`src/hw/mfs_pkg.sv`:
```
// Notes on behaviour
// - overvoltage trip: FETs off, pin low, flags
// - resume after overvoltage; flag held till clear
// - register variant: enable bit, 22/34 V select
// - pin variant: overvoltage always on, 34 V
// - overcurrent needs deglitch; response per mode
// - pin variant: fixed deglitch, latched, pin level
// - mode 00: latched shutdown until clear
// - mode 01: retry restarts, flags stay latched
// - mode 10: report only, FETs keep running
// - mode 11: overcurrent ignored entirely
// - buck overcurrent: buck off, retry clears flags
// - thermal warning sets flags, no action
// - warning on pin if enabled, hysteresis release
// - warning flag clears on clear below trip
// - FET overtemp: FETs, pump off; auto resume
// - die overtemp also stops buck; latch flag
// - long sleep low enters sleep, all off
// - sleep high: operating after wake delay
// - fault pin low during power transitions
// - clear by command or short sleep pulse
// - sleep pulse clears faults, keeps settings; FETs off while low
package mfs_pkg;
  localparam int CLK_PERIOD_NS = 8;
  localparam int OC_DEG_PIN_NS = 600;
  localparam int OC_DEG_PIN_CYC = (OC_DEG_PIN_NS + CLK_PERIOD_NS - 1) / CLK_PERIOD_NS;
  localparam int RETRY_NS = 4000;
  localparam int RETRY_CYC = (RETRY_NS + CLK_PERIOD_NS - 1) / CLK_PERIOD_NS;
  localparam int BK_RETRY_NS = 4000;
  localparam int BK_RETRY_CYC = (BK_RETRY_NS + CLK_PERIOD_NS - 1) / CLK_PERIOD_NS;
  localparam int BK_DEG_NS = 400;
  localparam int BK_DEG_CYC = (BK_DEG_NS + CLK_PERIOD_NS - 1) / CLK_PERIOD_NS;
  localparam int RST_WIN_NS = 1600;
  localparam int RST_WIN_CYC = RST_WIN_NS / CLK_PERIOD_NS;
  localparam int SLEEP_NS = 2400;
  localparam int SLEEP_CYC = SLEEP_NS / CLK_PERIOD_NS;
  localparam int WAKE_NS = 2000;
  localparam int WAKE_CYC = (WAKE_NS + CLK_PERIOD_NS - 1) / CLK_PERIOD_NS;

  localparam logic [4:0] CTRL_OFS = 5'h00;
  localparam logic [4:0] FILT_OFS = 5'h04;
  localparam logic [4:0] SUMMARY_OFS = 5'h08;
  localparam logic [4:0] STAT_OFS = 5'h0c;
  localparam logic [4:0] MODE_OFS = 5'h10;

  localparam int CTRL_OV_EN = 0;
  localparam int CTRL_OV_SEL = 1;
  localparam int CTRL_OC_RESP = 2;
  localparam int CTRL_WARN_PIN = 4;
  localparam int CTRL_CLEAR = 5;
  localparam int CTRL_OC_LVL = 6;
  localparam logic [7:0] CTRL_RST = 8'h00;
  localparam logic [7:0] FILT_RST = 8'h4b;

  localparam logic [1:0] OC_LATCH = 2'h0;
  localparam logic [1:0] OC_RETRY = 2'h1;
  localparam logic [1:0] OC_REPORT = 2'h2;
  localparam logic [1:0] OC_OFF = 2'h3;

  localparam int SYNC_W = 15;
  localparam logic [14:0] SYNC_RST = 15'h4000;

  typedef enum logic [1:0] {PW_RUN, PW_LOW, PW_SLEEP, PW_WAKE} mfs_pwr_t;
endpackage : mfs_pkg

```
`src/hw/mfs_top.sv`:
```
// Our own choices: the Avalon-MM interface to the registers and the register addresses.
`timescale 1ns/1ps
module mfs_top #(
  parameter bit PIN_VARIANT = 1'b0,
  parameter int CW = 16,
  parameter int RETRY_CYCLES = mfs_pkg::RETRY_CYC,
  parameter int BK_RETRY_CYCLES = mfs_pkg::BK_RETRY_CYC,
  parameter int BK_DEG_CYCLES = mfs_pkg::BK_DEG_CYC,
  parameter int RST_WIN_CYCLES = mfs_pkg::RST_WIN_CYC,
  parameter int SLEEP_CYCLES = mfs_pkg::SLEEP_CYC,
  parameter int WAKE_CYCLES = mfs_pkg::WAKE_CYC
) (
  input wire logic MCLK,
  input wire logic RST_N,
  input wire logic [4:0] AVS_ADDRESS,
  input wire logic AVS_READ,
  input wire logic AVS_WRITE,
  input wire logic [31:0] AVS_WRITEDATA,
  input wire logic [3:0] AVS_BYTEENABLE,
  output logic [31:0] AVS_READDATA,
  output logic AVS_WAITREQUEST,
  input wire logic SLEEP_IN_N,
  input wire logic OV_ABOVE_22,
  input wire logic OV_ABOVE_34,
  input wire logic [5:0] FET_OC,
  input wire logic BUCK_OC,
  input wire logic TEMP_WARN,
  input wire logic TEMP_WARN_HYS,
  input wire logic TEMP_FET_SD,
  input wire logic TEMP_DIE_SD,
  input wire logic OC_SLEW_PIN,
  output logic FAULT_OUT_N_O,
  output logic FAULT_OUT_N_OE,
  output logic FET_EN,
  output logic BUCK_EN,
  output logic CHARGE_PUMP_EN,
  output logic CSA_EN,
  output logic ANALOG_REG_EN,
  output logic SERIAL_EN,
  output logic READY,
  output logic [1:0] OC_LEVEL
);
  import mfs_pkg::*;

  // ************************************************************
  // input synchronisers
  // ************************************************************
  logic [SYNC_W-1:0] sync1_reg;
  logic [SYNC_W-1:0] sync2_reg;

  always_ff @(posedge MCLK) begin
    if (!RST_N) begin
      sync1_reg <= SYNC_RST;
      sync2_reg <= SYNC_RST;
    end else begin
      sync1_reg <= {SLEEP_IN_N, OV_ABOVE_22, OV_ABOVE_34, FET_OC, BUCK_OC, TEMP_WARN,
                    TEMP_WARN_HYS, TEMP_FET_SD, TEMP_DIE_SD, OC_SLEW_PIN};
      sync2_reg <= sync1_reg;
    end
  end

  logic sleep_s, ov22_s, ov34_s, buck_s, warn_s, warn_hys_s, fet_sd_s, die_sd_s, slew_s;
  logic [5:0] fet_s;
  assign {sleep_s, ov22_s, ov34_s, fet_s, buck_s, warn_s, warn_hys_s, fet_sd_s, die_sd_s,
          slew_s} = sync2_reg;

  // ************************************************************
  // register bus
  // ************************************************************
  logic ack_reg, wait_reg;
  logic [7:0] ctrl_reg;
  logic [7:0] filt_reg;
  logic clear_cmd_reg;
  logic [31:0] rdata_reg;
  mfs_pwr_t pwr_reg;
  logic pulse_clear_reg;
  logic wr_go;

  assign wr_go = ack_reg & AVS_WRITE & AVS_BYTEENABLE[0] & (pwr_reg != PW_SLEEP);

  always_ff @(posedge MCLK) begin
    if (!RST_N) begin
      ack_reg <= 1'b0;
      wait_reg <= 1'b1;
    end else begin
      ack_reg <= (AVS_READ | AVS_WRITE) & !ack_reg;
      wait_reg <= !((AVS_READ | AVS_WRITE) & !ack_reg);
    end
  end

  always_ff @(posedge MCLK) begin
    if (!RST_N || pwr_reg == PW_SLEEP) begin
      ctrl_reg <= CTRL_RST;
      filt_reg <= FILT_RST;
    end else if (wr_go && AVS_ADDRESS == CTRL_OFS) begin
      ctrl_reg <= AVS_WRITEDATA[7:0] & ~(8'h01 << CTRL_CLEAR);
    end else if (wr_go && AVS_ADDRESS == FILT_OFS) begin
      filt_reg <= AVS_WRITEDATA[7:0];
    end
  end

  // one-cycle clear from command or short sleep pulse
  always_ff @(posedge MCLK) begin
    if (!RST_N) begin
      clear_cmd_reg <= 1'b0;
    end else begin
      clear_cmd_reg <= (wr_go && AVS_ADDRESS == CTRL_OFS && AVS_WRITEDATA[CTRL_CLEAR]) ||
                       pulse_clear_reg;
    end
  end

  // ************************************************************
  // configuration as seen by protection
  // ************************************************************
  logic ov_active, ov_trip, ov_now;
  logic [1:0] oc_mode;
  logic [7:0] oc_thr;

  assign ov_active = PIN_VARIANT ? 1'b1 : ctrl_reg[CTRL_OV_EN];
  assign ov_trip = (PIN_VARIANT || ctrl_reg[CTRL_OV_SEL]) ? ov34_s : ov22_s;
  assign ov_now = ov_active & ov_trip;
  assign oc_mode = PIN_VARIANT ? OC_LATCH : ctrl_reg[CTRL_OC_RESP +: 2];
  assign oc_thr = PIN_VARIANT ? 8'(OC_DEG_PIN_CYC) : filt_reg;

  // ************************************************************
  // overcurrent deglitch per FET
  // ************************************************************
  logic [5:0] fet_hit;
  genvar gi;
  generate
    for (gi = 0; gi < 6; gi++) begin : g_deg
      logic [7:0] cnt_reg;
      always_ff @(posedge MCLK) begin
        if (!RST_N || !fet_s[gi]) begin
          cnt_reg <= 8'h00;
        end else if (cnt_reg != oc_thr) begin
          cnt_reg <= cnt_reg + 8'h01;
        end
      end
      assign fet_hit[gi] = fet_s[gi] && cnt_reg == oc_thr;
    end
  endgenerate

  logic oc_cond, oc_act;
  assign oc_cond = |fet_hit;
  assign oc_act = oc_cond && oc_mode != OC_OFF;

  // ************************************************************
  // overcurrent response
  // ************************************************************
  logic oc_pin_reg;
  logic [CW-1:0] oc_retry_reg;
  logic oc_expire;

  assign oc_expire = oc_pin_reg && oc_mode == OC_RETRY && oc_retry_reg == CW'(RETRY_CYCLES);

  always_ff @(posedge MCLK) begin
    if (!RST_N || !oc_pin_reg || oc_mode != OC_RETRY) begin
      oc_retry_reg <= '0;
    end else if (!oc_expire) begin
      oc_retry_reg <= oc_retry_reg + CW'(1);
    end
  end

  always_ff @(posedge MCLK) begin
    if (!RST_N) begin
      oc_pin_reg <= 1'b0;
    end else if (oc_expire) begin
      oc_pin_reg <= 1'b0;
    end else if (oc_act) begin
      oc_pin_reg <= 1'b1;
    end else if (clear_cmd_reg && oc_mode != OC_RETRY) begin
      oc_pin_reg <= 1'b0;
    end
  end

  // ************************************************************
  // buck overcurrent with retry
  // ************************************************************
  logic [CW-1:0] bk_deg_reg;
  logic [CW-1:0] bk_retry_reg;
  logic bk_off_reg;
  logic bk_hit;

  assign bk_hit = buck_s && bk_deg_reg == CW'(BK_DEG_CYCLES);

  always_ff @(posedge MCLK) begin
    if (!RST_N || !buck_s) begin
      bk_deg_reg <= '0;
    end else if (!bk_hit) begin
      bk_deg_reg <= bk_deg_reg + CW'(1);
    end
  end

  always_ff @(posedge MCLK) begin
    if (!RST_N || !bk_off_reg) begin
      bk_retry_reg <= '0;
    end else begin
      bk_retry_reg <= bk_retry_reg + CW'(1);
    end
  end

  // flags and buck shutdown share this latch
  always_ff @(posedge MCLK) begin
    if (!RST_N) begin
      bk_off_reg <= 1'b0;
    end else if (bk_off_reg && bk_retry_reg == CW'(BK_RETRY_CYCLES)) begin
      bk_off_reg <= 1'b0;
    end else if (bk_hit) begin
      bk_off_reg <= 1'b1;
    end
  end

  // ************************************************************
  // latched flags
  // ************************************************************
  logic any_flag_reg, ov_flag_reg, oc_flag_reg, ot_flag_reg, warn_flag_reg, sd_flag_reg;
  logic warn_pin_reg;
  logic [5:0] fet_flag_reg;
  logic thermal_any;

  assign thermal_any = warn_s | fet_sd_s | die_sd_s;

  always_ff @(posedge MCLK) begin
    if (!RST_N) begin
      any_flag_reg <= 1'b0;
    end else if (ov_now || oc_act || bk_hit || fet_sd_s || die_sd_s) begin
      any_flag_reg <= 1'b1;
    end else if (clear_cmd_reg) begin
      any_flag_reg <= 1'b0;
    end
  end

  always_ff @(posedge MCLK) begin
    if (!RST_N) begin
      ov_flag_reg <= 1'b0;
    end else if (ov_now) begin
      ov_flag_reg <= 1'b1;
    end else if (clear_cmd_reg) begin
      ov_flag_reg <= 1'b0;
    end
  end

  always_ff @(posedge MCLK) begin
    if (!RST_N) begin
      oc_flag_reg <= 1'b0;
      fet_flag_reg <= 6'h00;
    end else if (clear_cmd_reg && !oc_act) begin
      oc_flag_reg <= 1'b0;
      fet_flag_reg <= 6'h00;
    end else if (oc_act) begin
      oc_flag_reg <= 1'b1;
      fet_flag_reg <= fet_flag_reg | fet_hit;
    end
  end

  always_ff @(posedge MCLK) begin
    if (!RST_N) begin
      ot_flag_reg <= 1'b0;
    end else if (thermal_any) begin
      ot_flag_reg <= 1'b1;
    end else if (clear_cmd_reg) begin
      ot_flag_reg <= 1'b0;
    end
  end

  always_ff @(posedge MCLK) begin
    if (!RST_N) begin
      warn_flag_reg <= 1'b0;
    end else if (warn_s) begin
      warn_flag_reg <= 1'b1;
    end else if (clear_cmd_reg) begin
      warn_flag_reg <= 1'b0;
    end
  end

  always_ff @(posedge MCLK) begin
    if (!RST_N) begin
      warn_pin_reg <= 1'b0;
    end else if (warn_s && ctrl_reg[CTRL_WARN_PIN]) begin
      warn_pin_reg <= 1'b1;
    end else if (!warn_hys_s || !ctrl_reg[CTRL_WARN_PIN]) begin
      warn_pin_reg <= 1'b0;
    end
  end

  always_ff @(posedge MCLK) begin
    if (!RST_N) begin
      sd_flag_reg <= 1'b0;
    end else if (fet_sd_s || die_sd_s) begin
      sd_flag_reg <= 1'b1;
    end else if (clear_cmd_reg) begin
      sd_flag_reg <= 1'b0;
    end
  end

  // ************************************************************
  // sleep pin sequencing
  // ************************************************************
  logic [CW-1:0] pwr_cnt_reg;
  logic ready_reg;

  always_ff @(posedge MCLK) begin
    if (!RST_N) begin
      pwr_reg <= PW_WAKE;
      pwr_cnt_reg <= '0;
      pulse_clear_reg <= 1'b0;
    end else begin
      pulse_clear_reg <= 1'b0;
      pwr_cnt_reg <= pwr_cnt_reg + CW'(1);
      case (pwr_reg)
        PW_RUN: begin
          pwr_cnt_reg <= '0;
          if (!sleep_s) begin
            pwr_reg <= PW_LOW;
          end
        end
        PW_LOW: begin
          if (sleep_s) begin
            pwr_reg <= PW_RUN;
            pulse_clear_reg <= pwr_cnt_reg < CW'(RST_WIN_CYCLES);
          end else if (pwr_cnt_reg >= CW'(SLEEP_CYCLES)) begin
            pwr_reg <= PW_SLEEP;
          end
        end
        PW_SLEEP: begin
          pwr_cnt_reg <= '0;
          if (sleep_s) begin
            pwr_reg <= PW_WAKE;
          end
        end
        default: begin
          if (!sleep_s) begin
            pwr_reg <= PW_SLEEP;
            pwr_cnt_reg <= '0;
          end else if (pwr_cnt_reg >= CW'(WAKE_CYCLES)) begin
            pwr_reg <= PW_RUN;
          end
        end
      endcase
    end
  end

  always_ff @(posedge MCLK) begin
    if (!RST_N) begin
      ready_reg <= 1'b0;
    end else begin
      ready_reg <= pwr_reg == PW_RUN || pwr_reg == PW_LOW;
    end
  end

  // ************************************************************
  // outputs
  // ************************************************************
  logic pwr_on, transition, oc_fet_off;

  assign pwr_on = pwr_reg != PW_SLEEP;
  assign transition = pwr_reg == PW_WAKE ||
                      (pwr_reg == PW_LOW && pwr_cnt_reg >= CW'(RST_WIN_CYCLES));
  assign oc_fet_off = oc_pin_reg && oc_mode != OC_REPORT;

  always_ff @(posedge MCLK) begin
    if (!RST_N) begin
      FAULT_OUT_N_O <= 1'b0;
      FAULT_OUT_N_OE <= 1'b0;
      FET_EN <= 1'b0;
      BUCK_EN <= 1'b0;
      CHARGE_PUMP_EN <= 1'b0;
      CSA_EN <= 1'b0;
      ANALOG_REG_EN <= 1'b0;
      SERIAL_EN <= 1'b0;
      OC_LEVEL <= 2'h0;
    end else begin
      FAULT_OUT_N_O <= 1'b0;
      FAULT_OUT_N_OE <= ov_now || oc_pin_reg || bk_off_reg || warn_pin_reg || fet_sd_s ||
                        die_sd_s || transition;
      FET_EN <= pwr_reg == PW_RUN && !ov_now && !oc_fet_off && !fet_sd_s &&
                !die_sd_s;
      BUCK_EN <= pwr_on && !bk_off_reg && !die_sd_s;
      CHARGE_PUMP_EN <= pwr_on && !fet_sd_s && !die_sd_s;
      CSA_EN <= pwr_on;
      ANALOG_REG_EN <= pwr_on;
      SERIAL_EN <= pwr_on;
      OC_LEVEL <= PIN_VARIANT ? {1'b0, slew_s} : ctrl_reg[CTRL_OC_LVL +: 2];
    end
  end

  assign READY = ready_reg;

  function automatic logic [31:0] rd_mux(input logic [4:0] a);
    if (a == CTRL_OFS) begin
      rd_mux = {24'h0, ctrl_reg};
    end else if (a == FILT_OFS) begin
      rd_mux = {24'h0, filt_reg};
    end else if (a == SUMMARY_OFS) begin
      rd_mux = {27'h0, bk_off_reg, oc_flag_reg, ov_flag_reg, ot_flag_reg, any_flag_reg};
    end else if (a == STAT_OFS) begin
      rd_mux = {23'h0, fet_flag_reg, bk_off_reg, sd_flag_reg, warn_flag_reg};
    end else if (a == MODE_OFS) begin
      rd_mux = {29'h0, ready_reg, pwr_reg};
    end else begin
      rd_mux = 32'h0;
    end
  endfunction

  always_ff @(posedge MCLK) begin
    if (!RST_N) begin
      rdata_reg <= 32'h0;
    end else if (AVS_READ && !ack_reg) begin
      rdata_reg <= rd_mux(AVS_ADDRESS);
    end
  end

  assign AVS_READDATA = rdata_reg;
  assign AVS_WAITREQUEST = wait_reg;
endmodule : mfs_top

```
`config.mk`:
```
export PLATFORM = sky130hd
export DESIGN_NAME = mfs_top
export DESIGN_NICKNAME = d
export VERILOG_FILES = /design/src/hw/mfs_pkg.sv /design/src/hw/mfs_top.sv
export SDC_FILE = /design/constraint.sdc
export NUM_CORES = 1
export LEC_CHECK = 0
export CAP_MARGIN = 15
export CORE_ASPECT_RATIO = 1.5
export CORE_MARGIN = 4
export CORE_UTILIZATION = 40
export DETAILED_ROUTE_END_ITERATION = 8
export DONT_BUFFER_PORTS = 1
export PLACE_DENSITY = 0.63
export SKIP_CTS_REPAIR_TIMING = 1
export SYNTH_ARGS = -nofsm -noshare
export SYNTH_HDL_FRONTEND = slang
export SYNTH_SLANG_ARGS = --single-unit
```
`constraint.sdc`:
```
create_clock -name MCLK -period 1.9 [get_ports MCLK]
set_input_delay 0.095 -clock MCLK [delete_from_list [all_inputs] [get_ports MCLK]]
set_output_delay 0.095 -clock MCLK [all_outputs]
set_load 0.05 [all_outputs]
```
==> impl_results.md <==
- Worst-Margin Slew: 0.6326 ns
- Unrepaired setup endpoints after global routing: true
- #FFs+latches synth: 193
- First-pass GRT wire length: 30930 um
- PwrDens: 817.6 nW/um^2
- Die width: 127.3 um
- Utilization after layout: 48.60%
- Sequential share of the synthesized area: 45.21%
- Clock-pin slew on the worst setup and hold paths: 0.08 ns
- Max reg flops: 48
- Initial Utilization: 40.57%
- DP HPWL: 13690 um
- Final GP Congestion: 0.8256
- WL/cell: 14.71 um
- Post-route cell area: 10240 um^2
- Worst min path class: input port to register
- Drt first-iter violations: 325
- Static leakage: 3.840 nW
- Core footprint: 21060 um^2
- Final nets: 1120
- Pre-antenna DRT Iters: 4
- Root buf cell: clkbuf_16
- Antenna violation net count after detailed routing: 0
- Post-synth EDFFs: 0
- CTS H-Tree Depth: 4
- Max Clock Skew: 0.01265 ns
- Clock Path Buffers: 2
- Residual DRC: 0
- Number of clock sinks: 193
- Critical path data required time: 2.26 ns
- Warnings from Yosys: 0
- Via count: 6648
- # rows: 65
- Initial antenna violation count: 0
- Cell Area, Placed: 9261 um^2
- Tmin final: 1.866 ns
- Post-synthesis async set-or-reset flop share: 0%
- Synth Flop Type: dfxtp_1
- Clk_lat worst skew: 0.44 ns
- Fillers: 1990
- TritonCTS clock tree: yes
- Max_slew headroom: 57.74%
- Num ports: 104
- Netlist cell types: 52
- Drt total wl: 19520 um
- Post-synthesis instance total: 952
- Count of final setup violators: 0
- Vias in the first global route: 6361
- Die height: 187.0 um
- Grt total ovfl: 0
- # diodes: 0
- CTS Buf Count: 17
- Crit start category: register
- Vias per cell: 5.010
- Max Fclk: 0.5358 GHz
- Hold slack: -0.02447 ns
- # Max-Cap Violations: 0
- Status: complete, but fails checks
- Pin count of the biggest net entering global routing: 74
- Port Buffers: 0
- Setup crit end kind: register
- Worst path arrival time: 2.23 ns
- Worst ir drop on vdd: 0.6134 mV
- Cell area after synthesis: 8546 um^2
- Fin crit share: 98.23%
- Avg Cell Area, Syn: 8.977 um^2
- DIE AREA: 23820 um^2
- Max FO, Critical Path: 5
- Final hold vios: 15
- Final Max Tran Viols: 0
- Share of cells above drive strength 1: 13.60%
- Worst Path Class, Setup: register to register
- All-Layer GR Usage: 15.92%
- Failing checks: negative hold slack
- Area added between synthesis and finish: 19.79%
-- final timing paths --
kind / end / startpoint / cells past startpoint / slack (ns)
worst max-delay path: oc_pin_reg / filt_reg[5] / 8 / 0.03
worst min-delay path: g_deg[1].cnt_reg[1] / RST_N / 2 / -0.02
worst max register to register: oc_pin_reg / filt_reg[5] / 8 / 0.03
worst min register to register: sync2_reg[13] / sync1_reg[13] / 1 / 0.43
-- critical path: stages (launching register included) --
cell      delay, ns
dfxtp_1        0.34
buf_12         0.14
xor2_1         0.13
nor4_1         0.28
buf_4          0.18
nand3_1        0.10
nand4_1        0.19
o21ai_1        0.17
a211oi_1       0.25
-- logic make-up (layout without fill, tap and decap cells) --
group | after synthesis | in the layout | share of synthesized area, %
multiplexers | 30 | 30 | 3.733
adder cells (fa/ha/maj) | 14 | 14 | 2.050
XOR/XNOR | 140 | 140 | 14.35
AND/OR/NAND/NOR | 406 | 406 | 23.19
other | 1 | 24 | 0.04388
flip-flops | 193 | 193 | 45.21
AO/OA/AOI/OAI | 89 | 89 | 6.677
buffers and inverters | 79 | 163 | 4.744
-- where the power goes --
part           total [mW]  switching (mW)  internal, mW
clock                3.68            1.69          1.99
sequential           4.20          0.0867          4.12
combinational       0.489           0.335         0.155
total                8.37            2.11          6.26
-- cell usage in the layout (no fill, tap or decap), types with 4 or more instances in the layout --
| cell | Yosys | final |
|---|---|---|
| dfxtp_1 | 193 | 186 |
| nand2b_1 | 6 | 6 |
| nor3_1 | 22 | 22 |
| and2_1 | 31 | 31 |
| inv_1 | 23 | 23 |
| nor4_1 | 15 | 11 |
| xor2_1 | 79 | 79 |
| and3_1 | 21 | 21 |
| or3_1 | 8 | 8 |
| dlygate4sd3_1 | 0 | 27 |
| conb_1 | 1 | 24 |
| a21boi_0 | 6 | 5 |
| mux2i_1 | 24 | 24 |
| nor2b_1 | 6 | 6 |
| mux2_2 | 5 | 5 |
| nor4_2 | 0 | 4 |
| nand4_1 | 23 | 23 |
| dfxtp_2 | 0 | 7 |
| clkbuf_16 | 0 | 17 |
| nand2_1 | 72 | 71 |
| nand3_1 | 45 | 45 |
| o2111ai_1 | 6 | 6 |
| a21oi_1 | 30 | 29 |
| nor2_1 | 139 | 138 |
| o21ai_0 | 25 | 22 |
| buf_4 | 26 | 79 |
| xnor2_1 | 61 | 61 |
| ha_1 | 14 | 14 |
-- area by class of cell --
type	instances	area, um^2	area share, %
timing repair buffer	108	910.9	8.898
clock inverter	14	171.4	1.674
inverter	23	86.33	0.8433
clock buffer	18	429.2	4.192
sequential	193	3872	37.83
multi-input combinational	703	4432	43.29
tap	268	335.3	3.275
-- layer usage --
layer	part of all wire [%]	GRT usage (%)
met1	44	19.17
met2	50	27.14
met3	3.7	3.343
met4	2.7	6.895
met5	0	0
-- stage by stage --
| stage | setup slack (ns) | TNS [ns] | hold slack, ns | power (mW) | cells |
|---|---|---|---|---|---|
| 2_1_floorplan | 0.01927 | 0 | 0.1965 | 4.675 | 975 |
| 3_3_place_gp | -0.06622 | -0.1142 | 0.1796 | 4.697 | 1267 |
| 3_5_place_dp | -0.09846 | -0.1883 | 0.1802 | 4.700 | 1267 |
| 4_1_cts | -0.1081 | -0.2897 | -0.2814 | 8.371 | 1299 |
| 5_1_grt | -0.07965 | -0.3544 | 0.002590 | 8.648 | 1327 |
| 6_report | 0.03367 | 0 | -0.02447 | 8.370 | 1327 |
-- cell usage after synthesis, drive strengths merged, types with 5 or more instances --
cell type	n	area share (%)
o2111ai	6	0.61
dfxtp	193	45
mux2i	24	2.8
and3	22	1.6
and2	31	2.3
a21boi	6	0.53
nor3	23	1.4
nor2	140	6.2
nand3	45	2.6
o21ai	26	1.5
nand2b	6	0.44
xor2	79	8.1
inv	23	1.0
xnor2	61	6.3
nand4	23	1.7
ha	14	2.0
mux2	5	0.66
buf	39	3.0
clkbuf	17	0.75
a21oi	30	1.8
or3	8	0.59
nor4	16	1.3
nor2b	6	0.44
nand2	72	3.2
Note: power is estimated with default switching activity, not from simulation.
